### config.mk
export PLATFORM = sky130hd
export DESIGN_NAME = qbp_port_logic
export DESIGN_NICKNAME = d
export VERILOG_FILES = /design/src/rtl/qbp_pkg.sv /design/src/rtl/qbp_pin_cell.sv /design/src/rtl/qbp_port_logic.sv
export SDC_FILE = /design/constraint.sdc
export NUM_CORES = 1
export LEC_CHECK = 0
export BUFFER_PORTS_ARGS = -buffer_cell sky130_fd_sc_hd__buf_2
export CAP_MARGIN = 25
export CORE_ASPECT_RATIO = 1.25
export CORE_UTILIZATION = 55
export CTS_BUF_LIST = sky130_fd_sc_hd__clkbuf_2 sky130_fd_sc_hd__clkbuf_4 sky130_fd_sc_hd__clkbuf_8
export DETAILED_ROUTE_END_ITERATION = 8
export HOLD_SLACK_MARGIN = 0.03
export PLACE_DENSITY_LB_ADDON = 0.3
export RECOVER_POWER = 50
export SYNTH_ARGS = -nofsm -noshare
export SYNTH_HDL_FRONTEND = slang
export SYNTH_HIERARCHICAL = 1
export SYNTH_SLANG_ARGS = --single-unit
### constraint.sdc
create_clock -name core_clk -period 5 [get_ports core_clk]
set_input_delay 0.5 -clock core_clk [delete_from_list [all_inputs] [get_ports core_clk]]
set_output_delay 0.5 -clock core_clk [all_outputs]
set_load 0.005 [all_outputs]
### src/rtl/qbp_pkg.sv
// package: constants and types for the quasi-bidirectional port block
// Operation
// - port 0 pull-up only during bus ones
// - port 0 general output is open drain
// - latch one on port 0 floats pin
// - bus mode takes over port 0 and 2
// - bus mode: p2 latch kept, p0 ones
// - 16-bit address: port 2 strong ones
// - alternate functions pass only with latch one
// - reset loads every latch with ones
// - port 1 alternate function assignment
// - port 3 alternate function assignment
// - latch at S6P2, pin at S1P1
// - pin reads sampled in state 5
// - falling edge when sample is zero and previous was one
// - read-modify-write reads the latch
// - other reads return sampled pins
// - bit writes rewrite whole latch byte
// - zero-to-one gives two-cycle strong pull-up
// - separate write, read-latch, read-pin strobes
package qbp_pkg;
  localparam int PortW = 8;
  localparam int NumPorts = 4;
  localparam logic [7:0] LatchReset = 8'hff;
  // machine cycle: six states of two phases, one clock each
  localparam int StatesPerCycle = 6;
  localparam logic [2:0] StateLast = 3'h5;
  localparam logic [2:0] StateSample = 3'h4;
  localparam logic [1:0] ForcedHighCycles = 2'h2;
  // port 1 alternate bit positions
  localparam int P1Timer2Count = 0;
  localparam int P1Timer2Trig = 1;
  localparam int P1SerClk = 2;
  localparam int P1SerIn = 3;
  localparam int P1SerOut = 4;
  localparam int P1SerSel = 5;
  // port 3 alternate bit positions
  localparam int P3UsbAttach = 1;
  localparam int P3IrqZero = 2;
  localparam int P3IrqOne = 3;
  localparam int P3TmrZero = 4;
  localparam int P3TmrOne = 5;
  localparam int P3WrStrobe = 6;
  localparam int P3RdStrobe = 7;
  // port indices
  localparam logic [1:0] PortZero = 2'h0;
  localparam logic [1:0] PortOne = 2'h1;
  localparam logic [1:0] PortTwo = 2'h2;
  localparam logic [1:0] PortThree = 2'h3;
  typedef enum logic [0:0] {PhaseOne, PhaseTwo} qbp_phase_t;
endpackage : qbp_pkg

### src/rtl/qbp_pin_cell.sv
// one quasi-bidirectional port pin: drive states and synchronised input sample
`timescale 1ns/1ps
`default_nettype none
module qbp_pin_cell
  import qbp_pkg::*;
(
  input wire logic clk, // core clock
  input wire logic rst, // sync reset, active high
  input wire logic latchBit, // latch value already seen by buffer
  input wire logic altOut, // alternate output level, 1 when unused
  input wire logic ownPullup, // 0 for port 0 style open drain
  input wire logic busMode, // driver owned by address/data bus
  input wire logic busBit, // bus value
  input wire logic busStrong, // bus may drive ones strongly
  input wire logic pinIn, // raw pin level
  input wire logic sampleEn, // state 5 sample strobe
  output logic pinOut, // level driven when enabled
  output logic pinOeN, // low while the pin is driven
  output logic strongUp, // forced_high_drive_state indicator
  output logic weakUp, // weak pull-up active
  output logic sampled // synchronised and state-5 sampled level
);
  typedef struct packed {
    logic sync1;
    logic sync2;
    logic smp;
    logic prevLvl;
    logic [1:0] fhCnt;
  } qbp_cell_t;
  qbp_cell_t s_q, s_d;
  logic lvl;
  always_comb begin
    s_d = s_q;
    s_d.sync1 = pinIn;
    s_d.sync2 = s_q.sync1;
    if (sampleEn) s_d.smp = s_q.sync2;
    lvl = busMode ? busBit : (latchBit & altOut);
    s_d.prevLvl = lvl;
    // zero-to-one gives a short strong pull-up burst
    if (ownPullup && !busMode && lvl && !s_q.prevLvl) begin
      s_d.fhCnt = ForcedHighCycles;
    end else if (s_q.fhCnt != 2'h0) begin
      s_d.fhCnt = s_q.fhCnt - 2'h1;
    end
  end
  always_ff @(posedge clk) begin
    if (rst) begin
      s_q <= '{sync1: 1'b1, sync2: 1'b1, smp: 1'b1, prevLvl: 1'b1, fhCnt: 2'h0};
    end else begin
      s_q <= s_d;
    end
  end
  always_comb begin
    pinOut = 1'b0;
    strongUp = 1'b0;
    weakUp = 1'b0;
    pinOeN = 1'b1;
    if (busMode) begin
      // bus ones use the strong pull-up: port 0 always, port 2 for 16-bit
      pinOut = busBit;
      pinOeN = !(busStrong || !busBit);
      strongUp = busBit & busStrong;
      // 8-bit bus ones on port 2 keep the normal weak pull-up
      weakUp = busBit & ownPullup;
    end else if (!lvl) begin
      pinOeN = 1'b0;
    end else if (ownPullup) begin
      pinOut = 1'b1;
      weakUp = 1'b1;
      strongUp = (s_q.fhCnt != 2'h0);
      pinOeN = !strongUp;
    end // port 0 latch one: float
  end
  assign sampled = s_q.smp;
endmodule : qbp_pin_cell
`default_nettype wire

### src/rtl/qbp_port_logic.sv
// four 8-bit port latches, pin drivers, alternate functions and timing
`timescale 1ns/1ps
`default_nettype none
module qbp_port_logic
  import qbp_pkg::*;
(
  input wire logic core_clk, // 40 MHz core clock
  input wire logic rst, // sync reset, active high
  input wire logic [1:0] portSel, // port addressed by the cpu
  input wire logic wrLatch, // write-to-latch strobe
  input wire logic rdLatch, // read-latch strobe (rmw reads)
  input wire logic rdPin, // read-pin strobe
  input wire logic bitWr, // single bit write
  input wire logic [2:0] bitIdx, // bit for single bit write
  input wire logic [7:0] wrData, // internal bus byte or bit in [0]
  output logic [7:0] rdData, // registered read data
  output logic rdValid, // one-cycle pulse with rdData
  input wire logic ext_program_access_pin, // level from pin, external access
  input wire logic fetchExternal, // program counter beyond internal rom
  input wire logic extAccess, // data access cycle in progress
  input wire logic addr16, // access uses 16-bit address
  input wire logic [7:0] addrLow, // multiplexed address/data byte
  input wire logic [7:0] addrHigh, // high address byte
  input wire logic [7:0] p1AltOut, // port 1 alternate outputs, 1 idle
  input wire logic [7:0] p3AltOut, // port 3 alternate outputs, 1 idle
  input wire logic [31:0] pinIn, // raw pins, port n in [8n+7:8n]
  output logic [31:0] pinOut, // levels driven
  output logic [31:0] pinOeN, // low while driving
  output logic [31:0] strongUp, // strong pull-up enabled
  output logic [31:0] weakUp, // weak pull-up enabled
  output logic stateS1P1, // machine cycle start strobe
  output logic timer2_count_input, // gated alternate input
  output logic timer2_trigger_input, // gated alternate input
  output logic serial_clock_in, // gated alternate input
  output logic serial_data_in_pin, // gated alternate input
  output logic serial_select_in, // gated alternate input
  output logic usb_attach_detect, // gated alternate input
  output logic ext_irq_zero, // gated alternate input
  output logic ext_irq_one, // gated alternate input
  output logic timer_zero_count_input, // gated alternate input
  output logic timer_one_count_input, // gated alternate input
  output logic [3:0] edgeFall // per-cycle falling edge of t2, t0, t1, timer2_trigger_input
);
  typedef struct packed {
    logic [2:0] stateNo;
    qbp_phase_t phase;
    logic [3:0][7:0] latch;
    logic [3:0][7:0] outBuf;
    logic pendWr;
    logic [1:0] pendSel;
    logic [7:0] pendData;
    logic [7:0] rdData;
    logic rdValid;
    logic busMode;
    logic [3:0] edgePrev;
    logic [3:0] edgeFall;
    logic [3:0] epSync1;
    logic [3:0] epSync2;
  } qbp_state_t;
  qbp_state_t s_q, s_d;
  logic [31:0] sampledPins;
  logic [31:0] rawSynced;
  logic [7:0] rmwByte;
  logic busNow;
  logic s6p2;
  logic s5Sample;
  logic [3:0] edgeRaw;

  // -------------------------------------------------------------
  // pin cells
  // -------------------------------------------------------------
  genvar gi;
  generate
    for (gi = 0; gi < 32; gi++) begin : g_cell
      localparam int Pn = gi / 8;
      localparam int Bn = gi % 8;
      logic altLvl;
      logic busBitW;
      if (Pn == 1) begin : g_a1
        assign altLvl = p1AltOut[Bn];
      end else if (Pn == 3) begin : g_a3
        assign altLvl = p3AltOut[Bn];
      end else begin : g_an
        assign altLvl = 1'b1;
      end
      assign busBitW = (Pn == 0) ? addrLow[Bn] : addrHigh[Bn];
      qbp_pin_cell u_cell (
        .clk(core_clk),
        .rst(rst),
        .latchBit(s_q.outBuf[Pn][Bn]),
        .altOut(altLvl),
        .ownPullup(Pn != 0),
        .busMode(s_q.busMode && (Pn == 0 || Pn == 2)),
        .busBit(busBitW),
        .busStrong(Pn == 0 || addr16),
        .pinIn(pinIn[gi]),
        .sampleEn(s5Sample),
        .pinOut(pinOut[gi]),
        .pinOeN(pinOeN[gi]),
        .strongUp(strongUp[gi]),
        .weakUp(weakUp[gi]),
        .sampled(sampledPins[gi])
      );
      assign rawSynced[gi] = sampledPins[gi];
    end
  endgenerate

  // -------------------------------------------------------------
  // machine cycle sequencing and cpu access
  // -------------------------------------------------------------
  assign s6p2 = (s_q.stateNo == StateLast) && (s_q.phase == PhaseTwo);
  assign s5Sample = (s_q.stateNo == StateSample) && (s_q.phase == PhaseTwo);
  assign stateS1P1 = (s_q.stateNo == 3'h0) && (s_q.phase == PhaseOne);
  // bus control comes from the pin only through synchronised state
  assign busNow = fetchExternal || extAccess || s_q.epSync2[0];
  assign rmwByte = s_q.latch[portSel];
  assign edgeRaw = {sampledPins[8 + P1Timer2Trig], sampledPins[24 + P3TmrOne],
                    sampledPins[24 + P3TmrZero], sampledPins[8 + P1Timer2Count]};

  always_comb begin
    s_d = s_q;
    s_d.rdValid = 1'b0;
    if (s_q.phase == PhaseTwo) begin
      s_d.phase = PhaseOne;
      s_d.stateNo = (s_q.stateNo == StateLast) ? 3'h0 : s_q.stateNo + 3'h1;
    end else begin
      s_d.phase = PhaseTwo;
    end
    // write is held until S6P2 of the cycle, then lands in the latch
    if (wrLatch) begin
      s_d.pendWr = 1'b1;
      s_d.pendSel = portSel;
      s_d.pendData = wrData;
      if (bitWr) begin
        s_d.pendData = rmwByte;
        s_d.pendData[bitIdx] = wrData[0];
      end
    end
    if (s6p2 && s_q.pendWr) begin
      s_d.latch[s_q.pendSel] = s_q.pendData;
      s_d.pendWr = wrLatch;
    end
    s_d.busMode = busNow || (s_q.busMode && !stateS1P1);
    if (s_q.busMode) s_d.latch[PortZero] = LatchReset;
    // output buffers copy latches only in phase 1, state 1
    if (stateS1P1) s_d.outBuf = s_q.latch;
    if (rdLatch) begin
      s_d.rdData = s_q.latch[portSel];
      s_d.rdValid = 1'b1;
    end else if (rdPin) begin
      s_d.rdData = rawSynced[8 * portSel +: 8];
      s_d.rdValid = 1'b1;
    end
    // one compare per machine cycle on the state-5 samples
    if (stateS1P1) begin
      s_d.edgePrev = edgeRaw;
      s_d.edgeFall = s_q.edgePrev & ~edgeRaw;
    end else begin
      s_d.edgeFall = 4'h0;
    end
    s_d.epSync1 = {3'h0, ext_program_access_pin};
    s_d.epSync2 = s_q.epSync1;
  end

  always_ff @(posedge core_clk) begin
    if (rst) begin
      s_q <= '0;
      s_q.latch <= {NumPorts{LatchReset}};
      s_q.outBuf <= {NumPorts{LatchReset}};
      s_q.edgePrev <= 4'hf;
    end else begin
      s_q <= s_d;
    end
  end

  // -------------------------------------------------------------
  // alternate inputs: only a latch one opens the path
  // -------------------------------------------------------------
  always_comb begin
    timer2_count_input = sampledPins[8 + P1Timer2Count] & s_q.outBuf[1][P1Timer2Count];
    timer2_trigger_input = sampledPins[8 + P1Timer2Trig] & s_q.outBuf[1][P1Timer2Trig];
    serial_clock_in = sampledPins[8 + P1SerClk] & s_q.outBuf[1][P1SerClk];
    serial_data_in_pin = sampledPins[8 + P1SerIn] & s_q.outBuf[1][P1SerIn];
    serial_select_in = sampledPins[8 + P1SerSel] & s_q.outBuf[1][P1SerSel];
    usb_attach_detect = sampledPins[24 + P3UsbAttach] & s_q.outBuf[3][P3UsbAttach];
    ext_irq_zero = sampledPins[24 + P3IrqZero] & s_q.outBuf[3][P3IrqZero];
    ext_irq_one = sampledPins[24 + P3IrqOne] & s_q.outBuf[3][P3IrqOne];
    timer_zero_count_input = sampledPins[24 + P3TmrZero] & s_q.outBuf[3][P3TmrZero];
    timer_one_count_input = sampledPins[24 + P3TmrOne] & s_q.outBuf[3][P3TmrOne];
  end
  assign rdData = s_q.rdData;
  assign rdValid = s_q.rdValid;
  assign edgeFall = s_q.edgeFall;
endmodule : qbp_port_logic
`default_nettype wire

[Word level (Yosys, flattened, before mapping)]
Cells that the tools add are included.
Storage, ports and cells
  register bits: 267
  latch bits: 0
  bits in writable memories: 0
  memory bits (read-only): 0
  bits of input ports: 87
  output and inout port bits: 152
  word-level logic and storage cells: 651
  memories: 0
Operators by class
  $add $sub $neg: 25
  multipliers: 0
  div/mod/pow operators: 0
  $lt $le $gt $ge: 5
  equality and inequality tests: 2
  shifts and indexed selects: 1
  muxes and demuxes: 199
  bitwise gates (word level): 38
  reductions and logical operators: 193
Operators with widths (number)
  1-bit two-way mux: 139
  2-bit nonzero test: 50
  2-bit two-way mux: 48
  1-bit logical NOT: 66
  2-bit OR reduction: 26
  2-bit by 1-bit subtractor with 2-bit output, second input constant: 24
  1-bit logical AND: 39
  1-bit bitwise AND: 34
  32-bit bitwise mux: 1
  32-bit by 6-bit variable part select with 8-bit output: 1
  8-bit two-way mux: 3
  9-bit two-way mux: 2
  8-bit binary-select mux with 2-bit select: 1
  8-bit demux with 2-bit select: 1
  1-bit logical OR: 11
  11-bit two-way mux: 1
  8-bit bitwise mux: 1
  3-bit == test, second input constant: 2
  2-bit by 3-bit < comparator with 1-bit output, second input constant: 2
  4-bit bitwise AND: 1
  3-bit by 4-bit < comparator with 1-bit output, second input constant: 1
  4-bit inverter: 1
  3-bit by 1-bit adder with 3-bit output, second input constant: 1
  1-bit demux with 3-bit select: 1
  other kinds (5): 6

[Depth between registers and ports, before layout]
  depth in word-level cells: 8
  gate-level depth with buffers: 7

[Modules after synthesis]
The synthesis kept the hierarchy.
By module, submodules not included
  qbp_pin_cell at g_cell[0].u_cell ...: instances 31, cells an instance 26, area an instance 261.5 sq um, seq. area each 120.1 sq um
  qbp_port_logic: instances 1, cells an instance 484, area an instance 4647.0 sq um, seq. area each 1981.9 sq um
  qbp_pin_cell at g_cell[4].u_cell: instances 1, cells an instance 26, area an instance 265.3 sq um, seq. area each 120.1 sq um

[Worst setup path after synthesis]
Ideal clock, no wire load.
  path type: register to register
  start point: reg s_q[101] (netlist name)
  end point: reg g_cell[0].u_cell.s_q, in the netlist g_cell[0].u_cell/sampled
  arrival time: 4.147 ns
  path slack: 0.732 ns
  stages on the path, launching flop included: 6
  path buffers: 1
  clock period less this slack: 4.268 ns
  cells stage by stage: dfxtp_1 > buf_2 > nand2_1 > nor3_1 > nor2b_1 > a211o_1
RTL lines
  to (signal assigned): line qbp_pin_cell.sv:48  | s_q <= '{sync1: 1'b1, sync2: 1'b1, smp: 1'b1, prevLvl: 1'b1, fhCnt: 2'h0};
  to (decl): line qbp_pin_cell.sv:30  | qbp_cell_t s_q, s_d;

==> flow_summary.yaml <==
outcome:
  status: "finished, violations left"
  violations: "capacitance limit, slew limit"
layout:
  drive_gt1_share_pct: 22.4
  area_delta_synth_final_pct: 22.2
  antenna_cells: 0
  final_nets: 1837
  final_cell_area_mm2: 0.0159
synthesis:
  ys_seq_elements: 291
  synth_edf_count: 0
  syn-cell-area_mm2: 0.0130
  yosysMostFrequentCell: "dfxtp_1"
  ys_async_sr_fraction_pct: 0
  synth_commonest_cells: "dfxtp_1 (291), nand2_1 (110), nand3b_1 (101)"
  netlist_instances: 1316
  yosys.area.top_type: "dfxtp_1"
  yosysWarnings: 6
  synth_top_area_share_pct: 44.7
  synth_flop_cell: "dfxtp_1"
  seq_area_frac_synth_pct: 44.7
  avgSynthCellArea_um2: 9.89
  synthTopCellsByArea: "dfxtp_1 (45%), nand3b_1 (5.8%), nand3b_4 (4.8%), nand2_1 (3.2%), o31ai_2 (3.0%)"
  ys_types: 56
clock_network:
  clkSinkCount: 291
  cts_made_buffers: 45
  cts_setup_buffers: 0
  postCtsResizedCells: 0
  cts.clk_slew.worst_paths_ps: 60
  root_buffer: "clkbuf_8"
  worstSkewPairLatency_ps: 560
  cts-htree-levels: 2
  cts_hold_buf: 0
  tritoncts: "done"
  clock_path_buffers: 3
die:
  io_pins: 239
  die_w_um: 140
  core_mm2: 0.0231
  start_util_pct: 56.3
  rows: 62
  die_h_um: 174
  die_area_mm2: 0.0243
place:
  routabilityCongestion: 0.894
  place_area_mm2: 0.0151
  numPortBuffers: 230
  dp_hpwl_um: 19600
worst_setup_path:
  arrival_ps: 4010
  path_class: "in2reg"
  required_ps: 5320
  end_kind: "flip-flop"
  crit_fanout: 189
  cp-start-kind: "input port"
sta:
  fin_crit_sh_pct: 73.7
  worst_pin_slew_ps: 3210
  fmax_mhz: 271
  slew_headroom_pct: -114
  period_minus_slack_ps: 3690
  slew_violations: 190
  hold_viol_final: 0
  skew_ps: 19.9
  setup-tns-final_ps: 0
  rsz0062_at_grt: "false"
  finalSetupViolations: 0
  holdWs_ps: 122
drt:
  route.detailed.drc: 0
  final_antenna_net_count: 0
  maxUsedRoutingLayer: "met4"
  drt_iter0_drc: 562
  dr.pass1.iters: 4
  met2_length_um: 14400
  wl_um: 28600
  vias: 10785
  vias_per_cell: 5.22
  routedWlPerCell_um: 13.9
  met3WireLength_um: 1460
  wirelength_met1_um: 11900
global_route:
  track_usage_pct: 23.2
  grt_max_degree: 190
  grt_pass1_vias: 9908
  grt_pass1_wl_um: 46600
  antenna_found_initial: 0
  grt.overflow.total: 0
pwr:
  p_per_area_mw_per_mm2: 318
  leakage_nw: 7.34
  vdd_drop_max_mv: 0.242
hold_path:
  hold_class: "in2reg"
job:
  drv_cap: 1
-- critical path: stages --
cell      delay [ps]
clkbuf_2        2110
clkbuf_2        1020
nand3b_1         220
o31ai_2           60
-- per-stage QoR --
stage               cells  power (mW)  worst slack [ps]  util (%)
floorplan            1523        2.93               732         -
global placement     1990        3.14              2210      65.2
detailed placement   1990        3.16              2150      65.2
CTS                  2066        5.11              1520      69.1
global route         2067        5.29               852      68.8
finish               2067        5.05              1310      68.8
-- power by group --
part / internal [mW] / total [mW] / switching (mW)
Clock: 1.07 / 1.94 / 0.869
Sequential: 2.42 / 2.50 / 0.0763
Combinational: 0.270 / 0.617 / 0.347
-- placed cells by master (no fill, tap or decap), drive strengths merged, types with 2 or more instances in the layout --
master  count
dfxtp     291
buf       222
conb      209
nand3b    132
nand2     110
o21ai      96
clkbuf     81
or2        65
nor2       49
nor2b      44
nand3      41
a21oi      41
a221o      40
inv        39
nand2b     38
o21a       32
o22ai      32
a211o      32
o31ai      32
o211a      31
mux2i      20
and2       19
mux2       16
a221oi      8
mux4        8
a211oi      8
clkinv      7
o211ai      6
nor4b       4
o311a       4
nand4b      4
o221a       3
nor3b       2
-- layer usage --
| metal | up-vias | global-route usage, % |
|---|---|---|
| li1 | 5482 | - |
| met1 | 4918 | 27.0 |
| met2 | 313 | 41.4 |
| met3 | 72 | 4.10 |
| met4 | 0 | 10.6 |
| met5 | - | 0 |
-- area by class of cell --
cell class                 count  area (um2)
timing repair buffer         237        1190
sequential                   291        5830
clock inverter                10        60.1
multi-input combinational   1138        7500
fill                        1837        7210
inverter                      37         139
clock buffer                  66         833
tap                          288         360
-- worst paths after layout --
check | startpoint | endpoint | slack [ps] | cells after the start
max | rst | g_cell[8].u_cell/s_q[1] | 1310 | 4
min | pinIn[0] | g_cell[0].u_cell/s_d[4] | 120 | 2
max reg2reg | s_q[101] | s_q[42] | 2540 | 4
min reg2reg | g_cell[26].u_cell/s_d[4] | g_cell[26].u_cell/s_q[4] | 400 | 1
-- state kept, by name (all words and copies together) (netlist names) --
register / flops
s_d: 1
g_cell.u_cell/sampled: 32
g_cell.u_cell/s_d: 32
rdData: 8
s_q: 85
g_cell.u_cell/s_q: 128
rdValid: 1
edgeFall: 4
-- logic make-up after synthesis --
kind of cell    share of synthesized area (%)
simple gates                             25.9
mux                                      4.31
buf+inv                                  3.28
other cells                            0.0577
xor+xnor                               0.0673
compound gates                           21.7
flops                                    44.7
Note: power is estimated with default switching activity, not from simulation.
